===== config.mk =====
export PLATFORM = sky130hd
export DESIGN_NAME = css_switcher
export DESIGN_NICKNAME = d
export VERILOG_FILES = /design/src/inc/css_pkg.sv /design/src/verilog/css_switcher.sv /design/src/verilog/css_sync.sv
export SDC_FILE = /design/constraint.sdc
export NUM_CORES = 1
export LEC_CHECK = 0
export BUFFER_PORTS_ARGS = -buffer_cell sky130_fd_sc_hd__buf_2
export CAP_MARGIN = 40
export CORE_MARGIN = 2
export CORE_UTILIZATION = 54
export CTS_BUF_LIST = sky130_fd_sc_hd__clkbuf_4 sky130_fd_sc_hd__clkbuf_8
export DETAILED_ROUTE_END_ITERATION = 10
export PLACE_DENSITY = 0.86
export SLEW_MARGIN = 10
export SYNTH_ARGS = -nofsm -noshare
export SYNTH_HDL_FRONTEND = slang
export SYNTH_SLANG_ARGS = --single-unit

===== constraint.sdc =====
create_clock -name pclk -period 2.6 [get_ports pclk]
set_clock_uncertainty 0.05 [all_clocks]
set_input_delay 0.26 -clock pclk [delete_from_list [all_inputs] [get_ports pclk]]
set_output_delay 0.26 -clock pclk [all_outputs]
set_load 0.005 [all_outputs]

===== src/inc/css_pkg.sv =====
// package: constants and types for the clock source switcher
// What this block does
// - high byte writable after keys 78h, 9Ah
// - low byte writable after keys 46h, 57h
// - unlocked high-byte write sets next-source bits 10:8
// - current source shown in bits 14:12
// - unlocked low-byte write sets request bit 0
// - same source requested: clear request, abort
// - valid switch clears lock and fail flags
// - enable target; wait start-up or lock
// - count ten new-clock cycles before switching
// - done: clear request, copy next to current
// - power old source down, with stated exceptions
// - switching never stalls instruction execution
// - peripheral demand or enable starts secondary oscillator
// - secondary mode 11/01 oscillator, 00 digital pins
// - secondary mode 01 selects low drive
// - digital mode 00 and external-clock mode 10: no crystal, enable ignored
// - switching disabled unless config is 00
package css_pkg;

   // register byte offsets
   localparam logic [7:0] CSS_OFF_OSC = 8'h00;
   localparam logic [7:0] CSS_OFF_CFG = 8'h04;
   localparam logic [7:0] CSS_OFF_STAT = 8'h08;

   // unlock keys
   localparam logic [7:0] CSS_KEY_HI1 = 8'h78;
   localparam logic [7:0] CSS_KEY_HI2 = 8'h9a;
   localparam logic [7:0] CSS_KEY_LO1 = 8'h46;
   localparam logic [7:0] CSS_KEY_LO2 = 8'h57;
   localparam logic [1:0] CSS_UNL_IDLE = 2'h0;
   localparam logic [1:0] CSS_UNL_FIRST = 2'h1;
   localparam logic [1:0] CSS_UNL_ARMED = 2'h2;

   // osc_control_reg field positions
   localparam int CSS_CUR_LSB = 12;
   localparam int CSS_NXT_LSB = 8;
   localparam int CSS_LOCK_BIT = 5;
   localparam int CSS_CF_BIT = 3;
   localparam int CSS_SECONDARY_OSC_ENABLE_BIT = 1;
   localparam int CSS_REQ_BIT = 0;

   // configuration register field positions
   localparam int CSS_CFG_SW_LSB = 0;
   localparam int CSS_CFG_INIT_LSB = 2;
   localparam int CSS_CFG_SMODE_LSB = 5;
   localparam int CSS_CFG_WDT_BIT = 8;

   // status register field positions
   localparam int CSS_ST_EN_LSB = 0;
   localparam int CSS_ST_RDY_LSB = 8;

   // configuration codes and reset values
   localparam logic [1:0] CSS_SWCFG_ON = 2'h0;
   localparam logic [1:0] CSS_SWCFG_RST = 2'h3;
   localparam logic [1:0] CSS_SMODE_DIG = 2'h0;
   localparam logic [1:0] CSS_SMODE_LOWPWR = 2'h1;
   localparam logic [1:0] CSS_SMODE_EXTCLK = 2'h2;
   localparam logic [1:0] CSS_SMODE_RST = 2'h3;
   localparam logic [2:0] CSS_SRC_RST = 3'h0;

   // clock source codes
   localparam logic [2:0] CSS_SRC_FRC = 3'h0;
   localparam logic [2:0] CSS_SRC_FAST_RC_MULTIPLIED = 3'h1;
   localparam logic [2:0] CSS_SRC_PRI = 3'h2;
   localparam logic [2:0] CSS_SRC_PRIPLL = 3'h3;
   localparam logic [2:0] CSS_SRC_SEC = 3'h4;
   localparam logic [2:0] CSS_SRC_LOW_POWER_RC = 3'h5;

   // physical oscillators, one bit each
   localparam int CSS_NOSC = 5;
   localparam int CSS_O_FRC = 0;
   localparam int CSS_O_PRI = 1;
   localparam int CSS_O_SEC = 2;
   localparam int CSS_O_LOW_POWER_RC = 3;
   localparam int CSS_O_PLL = 4;
   localparam logic [4:0] CSS_RC_MASK = 5'h09;
   localparam logic [4:0] CSS_OSC_EN_RST = 5'h01;

   // new-clock cycles counted before the switch
   localparam logic [3:0] CSS_SWITCH_CYC = 4'ha;

   // synchroniser: osc clocks, ready flags, sec request, fail
   localparam int CSS_SYNC_W = 12;

   typedef enum logic [1:0] {
      CSS_IDLE,
      CSS_CHECK,
      CSS_WAIT,
      CSS_COUNT
   } css_fsm_t;

   typedef struct packed {
      logic [7:0] paddr;
      logic psel;
      logic penable;
      logic pwrite;
      logic [31:0] pwdata;
      logic [3:0] pstrb;
   } css_apb_req_t;

   typedef struct packed {
      logic [31:0] prdata;
      logic pready;
      logic pslverr;
   } css_apb_rsp_t;

   typedef struct packed {
      logic [CSS_SYNC_W-1:0] meta;
      logic [CSS_SYNC_W-1:0] sync;
   } css_sync_t;

   typedef struct packed {
      css_fsm_t fsm;
      logic [2:0] cur;
      logic [2:0] nxt;
      logic req;
      logic lock;
      logic cf;
      logic secondary_osc_en;
      logic [1:0] key_hi;
      logic [1:0] key_lo;
      logic [3:0] cnt;
      logic clk_prev;
      logic [1:0] sw_cfg;
      logic [2:0] init_src;
      logic [1:0] secondary_osc_mode;
      logic wdt_en;
      logic [2:0] clk_sel;
      logic [4:0] osc_en;
      logic secondary_osc_digital;
      logic secondary_osc_low_drive;
      logic secondary_osc_ext_clk;
      css_apb_rsp_t rsp;
   } css_state_t;

endpackage


===== src/verilog/css_switcher.sv =====
// clock source switcher: unlockable control register, switch sequencer
//
// Added by the designer: the APB slave port and the register offsets.
`timescale 1ns/1ps
`default_nettype none
module css_switcher (
   // clock and reset
   input wire logic pclk,
   input wire logic presetn,
   // apb slave
   input wire css_pkg::css_apb_req_t apb_req,
   output css_pkg::css_apb_rsp_t apb_rsp,
   // oscillator pins: clocks, start-up/lock ready, demand, failure
   input wire logic [css_pkg::CSS_NOSC-1:0] osc_clk,
   input wire logic [css_pkg::CSS_NOSC-1:0] osc_ready,
   input wire logic secondary_osc_periph_req,
   input wire logic clk_fail,
   // oscillator controls
   output logic [css_pkg::CSS_NOSC-1:0] osc_en,
   output logic [2:0] sys_clk_sel,
   output logic secondary_osc_digital_io,
   output logic secondary_osc_low_drive,
   output logic secondary_osc_ext_clk
);
   import css_pkg::*;

   css_state_t s_q;
   css_state_t s_d;
   logic [CSS_SYNC_W-1:0] pins_s;
   logic [CSS_NOSC-1:0] clk_s;
   logic [CSS_NOSC-1:0] rdy_s;
   logic sreq_s;
   logic fail_s;

   css_sync u_sync (
      .pclk(pclk),
      .presetn(presetn),
      .async_in({osc_clk, osc_ready, secondary_osc_periph_req, clk_fail}),
      .sync_out(pins_s)
   );

   assign clk_s = pins_s[11:7];
   assign rdy_s = pins_s[6:2];
   assign sreq_s = pins_s[1];
   assign fail_s = pins_s[0];

   // physical oscillators a source code needs running
   function automatic logic [CSS_NOSC-1:0] need_of(input logic [2:0] src);
      logic [CSS_NOSC-1:0] n;
      n = '0;
      unique case (src)
         CSS_SRC_FAST_RC_MULTIPLIED: begin
            n[CSS_O_FRC] = 1'b1;
            n[CSS_O_PLL] = 1'b1;
         end
         CSS_SRC_PRI: n[CSS_O_PRI] = 1'b1;
         CSS_SRC_PRIPLL: begin
            n[CSS_O_PRI] = 1'b1;
            n[CSS_O_PLL] = 1'b1;
         end
         CSS_SRC_SEC: n[CSS_O_SEC] = 1'b1;
         CSS_SRC_LOW_POWER_RC: n[CSS_O_LOW_POWER_RC] = 1'b1;
         default: n[CSS_O_FRC] = 1'b1;
      endcase
      return n;
   endfunction

   // oscillator whose output becomes the system clock
   function automatic int clk_idx(input logic [2:0] src);
      int i;
      i = CSS_O_FRC;
      unique case (src)
         CSS_SRC_FAST_RC_MULTIPLIED, CSS_SRC_PRIPLL: i = CSS_O_PLL;
         CSS_SRC_PRI: i = CSS_O_PRI;
         CSS_SRC_SEC: i = CSS_O_SEC;
         CSS_SRC_LOW_POWER_RC: i = CSS_O_LOW_POWER_RC;
         default: i = CSS_O_FRC;
      endcase
      return i;
   endfunction

   logic acc;
   logic wr;
   logic sw_on;
   logic fail_safe_monitor_on;
   logic secondary_osc_xtal_mode;
   logic [7:0] hi_b;
   logic [7:0] lo_b;
   logic [CSS_NOSC-1:0] rdy_eff;
   logic [CSS_NOSC-1:0] need_tgt;
   logic new_clk;
   logic new_edge;
   logic [15:0] osc_rd;
   logic [31:0] cfg_rd;
   logic [31:0] stat_rd;

   always_comb begin
      s_d = s_q;
      acc = apb_req.psel && apb_req.penable && s_q.rsp.pready;
      wr = acc && apb_req.pwrite;
      hi_b = apb_req.pwdata[15:8];
      lo_b = apb_req.pwdata[7:0];
      sw_on = (s_q.sw_cfg == CSS_SWCFG_ON);
      fail_safe_monitor_on = sw_on;
      // rc sources need no start-up wait; an external secondary clock neither
      rdy_eff = rdy_s | CSS_RC_MASK;
      if (s_q.secondary_osc_mode == CSS_SMODE_EXTCLK) begin
         rdy_eff[CSS_O_SEC] = 1'b1;
      end
      need_tgt = need_of(s_q.nxt);
      new_clk = clk_s[clk_idx(s_q.nxt)];
      new_edge = new_clk && !s_q.clk_prev;
      s_d.clk_prev = new_clk;

      // register read images
      osc_rd = '0;
      osc_rd[CSS_CUR_LSB +: 3] = s_q.cur;
      osc_rd[CSS_NXT_LSB +: 3] = s_q.nxt;
      osc_rd[CSS_LOCK_BIT] = s_q.lock;
      osc_rd[CSS_CF_BIT] = s_q.cf;
      osc_rd[CSS_SECONDARY_OSC_ENABLE_BIT] = s_q.secondary_osc_en;
      osc_rd[CSS_REQ_BIT] = s_q.req;
      cfg_rd = '0;
      cfg_rd[CSS_CFG_SW_LSB +: 2] = s_q.sw_cfg;
      cfg_rd[CSS_CFG_INIT_LSB +: 3] = s_q.init_src;
      cfg_rd[CSS_CFG_SMODE_LSB +: 2] = s_q.secondary_osc_mode;
      cfg_rd[CSS_CFG_WDT_BIT] = s_q.wdt_en;
      stat_rd = '0;
      stat_rd[CSS_ST_EN_LSB +: CSS_NOSC] = s_q.osc_en;
      stat_rd[CSS_ST_RDY_LSB +: CSS_NOSC] = rdy_s;

      // apb: answer in the first access cycle, data sampled at setup
      s_d.rsp.pready = apb_req.psel && !apb_req.penable;
      s_d.rsp.pslverr = 1'b0;
      s_d.rsp.prdata = '0;
      if (apb_req.psel && !apb_req.penable) begin
         unique case (apb_req.paddr)
            CSS_OFF_OSC: s_d.rsp.prdata = {16'h0000, osc_rd};
            CSS_OFF_CFG: s_d.rsp.prdata = cfg_rd;
            CSS_OFF_STAT: s_d.rsp.prdata = stat_rd;
            default: s_d.rsp.pslverr = 1'b1;
         endcase
      end

      // any completed access drops a pending unlock
      if (acc) begin
         s_d.key_hi = CSS_UNL_IDLE;
         s_d.key_lo = CSS_UNL_IDLE;
      end

      if (wr && apb_req.paddr == CSS_OFF_OSC) begin
         if (apb_req.pstrb[1]) begin
            if (s_q.key_hi == CSS_UNL_ARMED) begin
               s_d.nxt = hi_b[CSS_NXT_LSB-8 +: 3];
            end else if (hi_b == CSS_KEY_HI1) begin
               s_d.key_hi = CSS_UNL_FIRST;
            end else if (s_q.key_hi == CSS_UNL_FIRST && hi_b == CSS_KEY_HI2) begin
               s_d.key_hi = CSS_UNL_ARMED;
            end
         end
         if (apb_req.pstrb[0]) begin
            if (s_q.key_lo == CSS_UNL_ARMED) begin
               s_d.secondary_osc_en = lo_b[CSS_SECONDARY_OSC_ENABLE_BIT];
               if (!lo_b[CSS_CF_BIT]) begin
                  s_d.cf = 1'b0;
               end
               // request only accepted while switching is enabled
               if (lo_b[CSS_REQ_BIT] && sw_on) begin
                  s_d.req = 1'b1;
               end
            end else if (lo_b == CSS_KEY_LO1) begin
               s_d.key_lo = CSS_UNL_FIRST;
            end else if (s_q.key_lo == CSS_UNL_FIRST && lo_b == CSS_KEY_LO2) begin
               s_d.key_lo = CSS_UNL_ARMED;
            end
         end
      end

      if (wr && apb_req.paddr == CSS_OFF_CFG) begin
         if (apb_req.pstrb[0]) begin
            s_d.sw_cfg = apb_req.pwdata[CSS_CFG_SW_LSB +: 2];
            s_d.init_src = apb_req.pwdata[CSS_CFG_INIT_LSB +: 3];
            s_d.secondary_osc_mode = apb_req.pwdata[CSS_CFG_SMODE_LSB +: 2];
         end
         if (apb_req.pstrb[1]) begin
            s_d.wdt_en = apb_req.pwdata[CSS_CFG_WDT_BIT];
         end
      end

      // sequencer runs beside the bus; nothing here holds pready back
      unique case (s_q.fsm)
         CSS_IDLE: begin
            if (s_q.req) begin
               s_d.fsm = CSS_CHECK;
            end
         end
         CSS_CHECK: begin
            if (s_q.nxt == s_q.cur) begin
               s_d.req = 1'b0;
               s_d.fsm = CSS_IDLE;
            end else begin
               s_d.lock = 1'b0;
               s_d.cf = 1'b0;
               s_d.fsm = CSS_WAIT;
            end
         end
         CSS_WAIT: begin
            // crystal waits for start-up timer, multiplier for lock
            if ((rdy_eff & need_tgt) == need_tgt) begin
               s_d.cnt = '0;
               s_d.fsm = CSS_COUNT;
            end
         end
         CSS_COUNT: begin
            // edges are sampled at pclk, so the new clock must be slower than pclk/2
            if (new_edge) begin
               s_d.cnt = s_q.cnt + 4'h1;
               if (s_q.cnt == CSS_SWITCH_CYC - 4'h1) begin
                  s_d.clk_sel = s_q.nxt;
                  s_d.cur = s_q.nxt;
                  s_d.req = 1'b0;
                  s_d.fsm = CSS_IDLE;
               end
            end
         end
      endcase

      // with switching off the request stays low and the strap picks the clock
      if (!sw_on) begin
         s_d.req = 1'b0;
         s_d.fsm = CSS_IDLE;
         s_d.cur = s_q.init_src;
         s_d.clk_sel = s_q.init_src;
      end

      // status flags: fail set wins over a clear in the same cycle; lock is never set in CHECK, so the switch's clear wins
      if (s_q.fsm != CSS_CHECK) begin
         if (rdy_s[CSS_O_PLL] && s_q.osc_en[CSS_O_PLL]) begin
            s_d.lock = 1'b1;
         end else if (!rdy_s[CSS_O_PLL]) begin
            s_d.lock = 1'b0;
         end
      end
      if (fail_s && fail_safe_monitor_on) begin
         s_d.cf = 1'b1;
      end

      // the running source, and the target while switching, stay on; low-power rc and secondary can also be forced on below
      s_d.osc_en = need_of(s_d.cur);
      if (s_d.fsm == CSS_WAIT || s_d.fsm == CSS_COUNT) begin
         s_d.osc_en = s_d.osc_en | need_of(s_d.nxt);
      end
      if (s_d.wdt_en || (s_d.sw_cfg == CSS_SWCFG_ON)) begin
         s_d.osc_en[CSS_O_LOW_POWER_RC] = 1'b1;
      end
      if (s_d.secondary_osc_en || sreq_s) begin
         s_d.osc_en[CSS_O_SEC] = 1'b1;
      end
      // crystal driver off in digital-pin and external-clock modes
      secondary_osc_xtal_mode = (s_d.secondary_osc_mode == CSS_SMODE_RST) ||
                       (s_d.secondary_osc_mode == CSS_SMODE_LOWPWR);
      if (!secondary_osc_xtal_mode) begin
         s_d.osc_en[CSS_O_SEC] = 1'b0;
      end
      // all three mode outputs come from one mode value, so they never overlap
      s_d.secondary_osc_digital = (s_d.secondary_osc_mode == CSS_SMODE_DIG);
      s_d.secondary_osc_low_drive = (s_d.secondary_osc_mode == CSS_SMODE_LOWPWR);
      s_d.secondary_osc_ext_clk = (s_d.secondary_osc_mode == CSS_SMODE_EXTCLK);
   end

   always_ff @(posedge pclk or negedge presetn) begin
      if (!presetn) begin
         s_q.fsm <= CSS_IDLE;
         s_q.cur <= CSS_SRC_RST;
         s_q.nxt <= CSS_SRC_RST;
         s_q.req <= 1'b0;
         s_q.lock <= 1'b0;
         s_q.cf <= 1'b0;
         s_q.secondary_osc_en <= 1'b0;
         s_q.key_hi <= CSS_UNL_IDLE;
         s_q.key_lo <= CSS_UNL_IDLE;
         s_q.cnt <= '0;
         s_q.clk_prev <= 1'b0;
         s_q.sw_cfg <= CSS_SWCFG_RST;
         s_q.init_src <= CSS_SRC_RST;
         s_q.secondary_osc_mode <= CSS_SMODE_RST;
         s_q.wdt_en <= 1'b0;
         s_q.clk_sel <= CSS_SRC_RST;
         s_q.osc_en <= CSS_OSC_EN_RST;
         s_q.secondary_osc_digital <= 1'b0;
         s_q.secondary_osc_low_drive <= 1'b0;
         s_q.secondary_osc_ext_clk <= 1'b0;
         s_q.rsp <= '0;
      end else begin
         s_q <= s_d;
      end
   end

   assign apb_rsp = s_q.rsp;
   assign osc_en = s_q.osc_en;
   assign sys_clk_sel = s_q.clk_sel;
   assign secondary_osc_digital_io = s_q.secondary_osc_digital;
   assign secondary_osc_low_drive = s_q.secondary_osc_low_drive;
   assign secondary_osc_ext_clk = s_q.secondary_osc_ext_clk;
endmodule
`default_nettype wire


===== src/verilog/css_sync.sv =====
// two-flop synchroniser for the pin inputs of the switcher
`timescale 1ns/1ps
`default_nettype none
module css_sync (
   // clock and reset
   input wire logic pclk,
   input wire logic presetn,
   // asynchronous inputs and synchronised copies
   input wire logic [css_pkg::CSS_SYNC_W-1:0] async_in,
   output logic [css_pkg::CSS_SYNC_W-1:0] sync_out
);
   import css_pkg::*;

   css_sync_t s_q;
   css_sync_t s_d;

   // first stage feeds only the second stage
   always_comb begin
      s_d.meta = async_in;
      s_d.sync = s_q.meta;
   end

   always_ff @(posedge pclk or negedge presetn) begin
      if (!presetn) begin
         s_q <= '0;
      end else begin
         s_q <= s_d;
      end
   end

   assign sync_out = s_q.sync;
endmodule
`default_nettype wire


==> impl_metrics.json <==
{
  "status": "completed",
  "worstSetupPathType": "register to register",
  "seq_area_frac_synth": 0.533,
  "leakage_uw": 0.00214,
  "die_x_um": 87.5,
  "coreArea_um2": 6760,
  "worst_path_max_delay_cell": "dfrtp_2",
  "fill_cells": 534,
  "wirelength_mm": 7.85,
  "diodes": 0,
  "route.detailed.wl_per_inst_um": 16.0,
  "antenna_left": 0,
  "maxCapViolations": 0,
  "start_kind": "register",
  "grt_pass1_vias": 2513,
  "final_common_cell": "dfrtp_1",
  "synth_top_family_by_area": "simple AND/OR/NAND/NOR gates",
  "syn2layout_area_growth_pct": 15.8,
  "grt_use_total": 0.214,
  "antenna_found_initial": 0,
  "cp.required_ns": 2.83,
  "maxSlewViolCount": 0,
  "slew_headroom": 0.575,
  "drcViolationCount": 0,
  "rows": 30,
  "yosysWarnings": 0,
  "synth_top_area_frac": 0.498,
  "finalSetupViolations": 0,
  "crit_fanout": 10,
  "syn_avg_cell_area_um2": 11.1,
  "synth_area_um2": 3770,
  "io_buffers": 69,
  "routed_via_density": 5.42,
  "num_vias": 2654,
  "worstPathCellList": "or2b_1, o32ai_1, o31a_1, buf_4, inv_8, nand2_2, o311a_4, inv_4, ha_1, a21o_1",
  "dr.first_iter.drc_count": 132,
  "yosys.area_share.xor_xnor": 0.0140,
  "cts_root_buf": "clkbuf_8",
  "place.gp.congestion": 0.907,
  "wl_met1_mm": 3.36,
  "max-vdd-ir-drop_v": 0.000415,
  "synthSimpleGateAreaFrac": 0.165,
  "netlist_instances": 338,
  "power_density_nw_per_um2": 584,
  "synth_edf_count": 0,
  "synthFlopType": "dfrtp_1",
  "top_layer_used": "met4",
  "cp_slowest_stage_delay_ns": 0.46,
  "fmax_ghz": 0.408,
  "crit_family": "compound AO/OA/AOI/OAI gates",
  "drt_first_pass_iters": 4,
  "synth_mux_area_frac": 0.0585,
  "initial_core_util": 0.557,
  "multiInputGateArea_um2": 1390,
  "nets": 469,
  "h-tree-depth": 3,
  "synthArstFlopShare": 1.00,
  "grt_max_degree": 68,
  "register_area_um2": 2010,
  "grt_pass1_wl_mm": 12.2,
  "utilization": 0.646,
  "rsz0062_at_grt": "false",
  "clk_pin_slew_worst_paths_ns": 0.09,
  "clkLatencyLatePin_ns": 0.36,
  "synthAdderAreaFrac": 0.00997,
  "wl_met2_mm": 3.98,
  "hold_violations": 0,
  "crit_path_end_kind": "register",
  "cp.buffers_inverters": 3,
  "die_area_um2": 7660,
  "finalCritPeriodShare": 0.943,
  "ys_types": 68,
  "finalSetupTns_ns": 0,
  "critPathArrivalTime_ns": 2.68,
  "worst_pin_slew_ns": 0.634,
  "cts_tree": "done",
  "period_minus_slack_ns": 2.45,
  "layout_common_cells": "74 x dfrtp_1, 68 x buf_2, 29 x nor2_1",
  "synth_area_leaders": "dfrtp_1 50%, buf_4 8.6%, dfstp_2 3.5%",
  "clockBufferDepth": 2,
  "synth_compound_area_frac": 0.104,
  "route.met3.wl_um": 370,
  "cts_buffers": 9,
  "io_pins": 106,
  "holdCritPathClass": "input port to register",
  "synth_top_area_cell": "dfrtp_1",
  "die_h_um": 87.5,
  "grt-ovfl-total": 0,
  "synth.ff_latch_count": 80,
  "hpwl_mm": 5.60,
  "drive_gt1_frac": 0.298,
  "cts_sinks": 80
}
[final timing paths]
| path | from | to | slack [ns] | depth (start not counted) |
|---|---|---|---|---|
| min in group asynchronous | presetn | s_q[55]$_DFFE_PN0P_ | 0.25 | 2 |
| worst max-delay path | osc_rd[10]$_DFF_PN0_ | osc_en[0]$_DFF_PN1_ | 0.15 | 10 |
| worst max register to register | osc_rd[10]$_DFF_PN0_ | osc_en[0]$_DFF_PN1_ | 0.15 | 10 |
| worst min-delay path | apb_req[37] | apb_rsp[1]$_DFF_PN0_ | 0.05 | 2 |
| worst min register to register | u_sync.s_d[9]$_DFF_PN0_ | u_sync.sync_out[9]$_DFF_PN0_ | 0.30 | 0 |
| max in group asynchronous | presetn | osc_en[0]$_DFF_PN1_ | 1.64 | 3 |
[state kept, by name, indices dropped and copies added (netlist names)]
name                      cells
cfg_rd                        8
u_sync.s_d                   12
secondary_osc_low_drive       1
s_q                          11
secondary_osc_ext_clk         1
sys_clk_sel                   3
osc_en                        5
apb_rsp                      16
u_sync.sync_out              12
osc_rd                       10
secondary_osc_digital_io      1
[cell families after synthesis]
logic type,after synthesis
buffers and inverters,64
other,1
and+or+nand+nor,114
xor gates and xnor gates,6
adders and majority gates,3
DFF,80
AOI/OAI and AO/OA,49
muxes,21
[synthesized netlist by cell type, types with 3 or more instances]
library cell / instances
dfrtp_1: 75
buf_4: 43
nor2_1: 29
nand2_1: 18
mux2i_1: 13
nor3_1: 13
o21ai_0: 10
inv_1: 9
a21oi_1: 8
mux2_2: 7
nand3_1: 7
nor2b_1: 6
clkbuf_1: 5
dfstp_2: 5
nor4_1: 5
a22oi_1: 4
and2_1: 4
and3_1: 4
nand2b_1: 4
xor2_1: 4
ha_1: 3
nand4_1: 3
nor4b_1: 3
[metrics by stage]
step	cell area [µm²]	std cells	hold slack, ns	total power (µW)	worst slack [ns]
6_report	4360	490	0.0501	2550	0.149
5_1_grt	4360	490	0.0511	2650	0.0674
4_1_cts	4360	490	0.0372	2560	0.122
3_5_place_dp	4010	461	0.0777	1530	0.221
3_3_place_gp	3980	460	0.283	1520	0.272
2_1_floorplan	3830	355	-0.0856	1450	0.432
[power by group]
group / internal [µW] / total, µW / switching [µW]
logic: 98.8 / 212 / 114
clock network: 552 / 1030 / 474
registers: 1290 / 1310 / 25.5
total: 1940 / 2550 / 613
[layer usage]
layer | GRT usage | vias to the layer above
li1 | - | 1256
met1 | 0.281 | 1299
met2 | 0.340 | 86
met3 | 0.0483 | 13
met4 | 0.0965 | 0
met5 | 0 | -
[what timing repair did]
action,CTS,global route
setup buffers,0,0
hold buffers,13,0
hold endpoints to repair,25,0
setup endpoints to repair,0,1
resized for setup,0,1
[layout make-up]
type / count / area share
Clock buffer: 9 / 0.0284
Tap cell: 80 / 0.0229
Clock inverter: 7 / 0.0235
Sequential cell: 80 / 0.461
Timing Repair Buffer: 92 / 0.134
Multi-Input combinational cell: 211 / 0.319
Inverter: 11 / 0.0118
No activity file was read; power rests on OpenSTA's default activity.
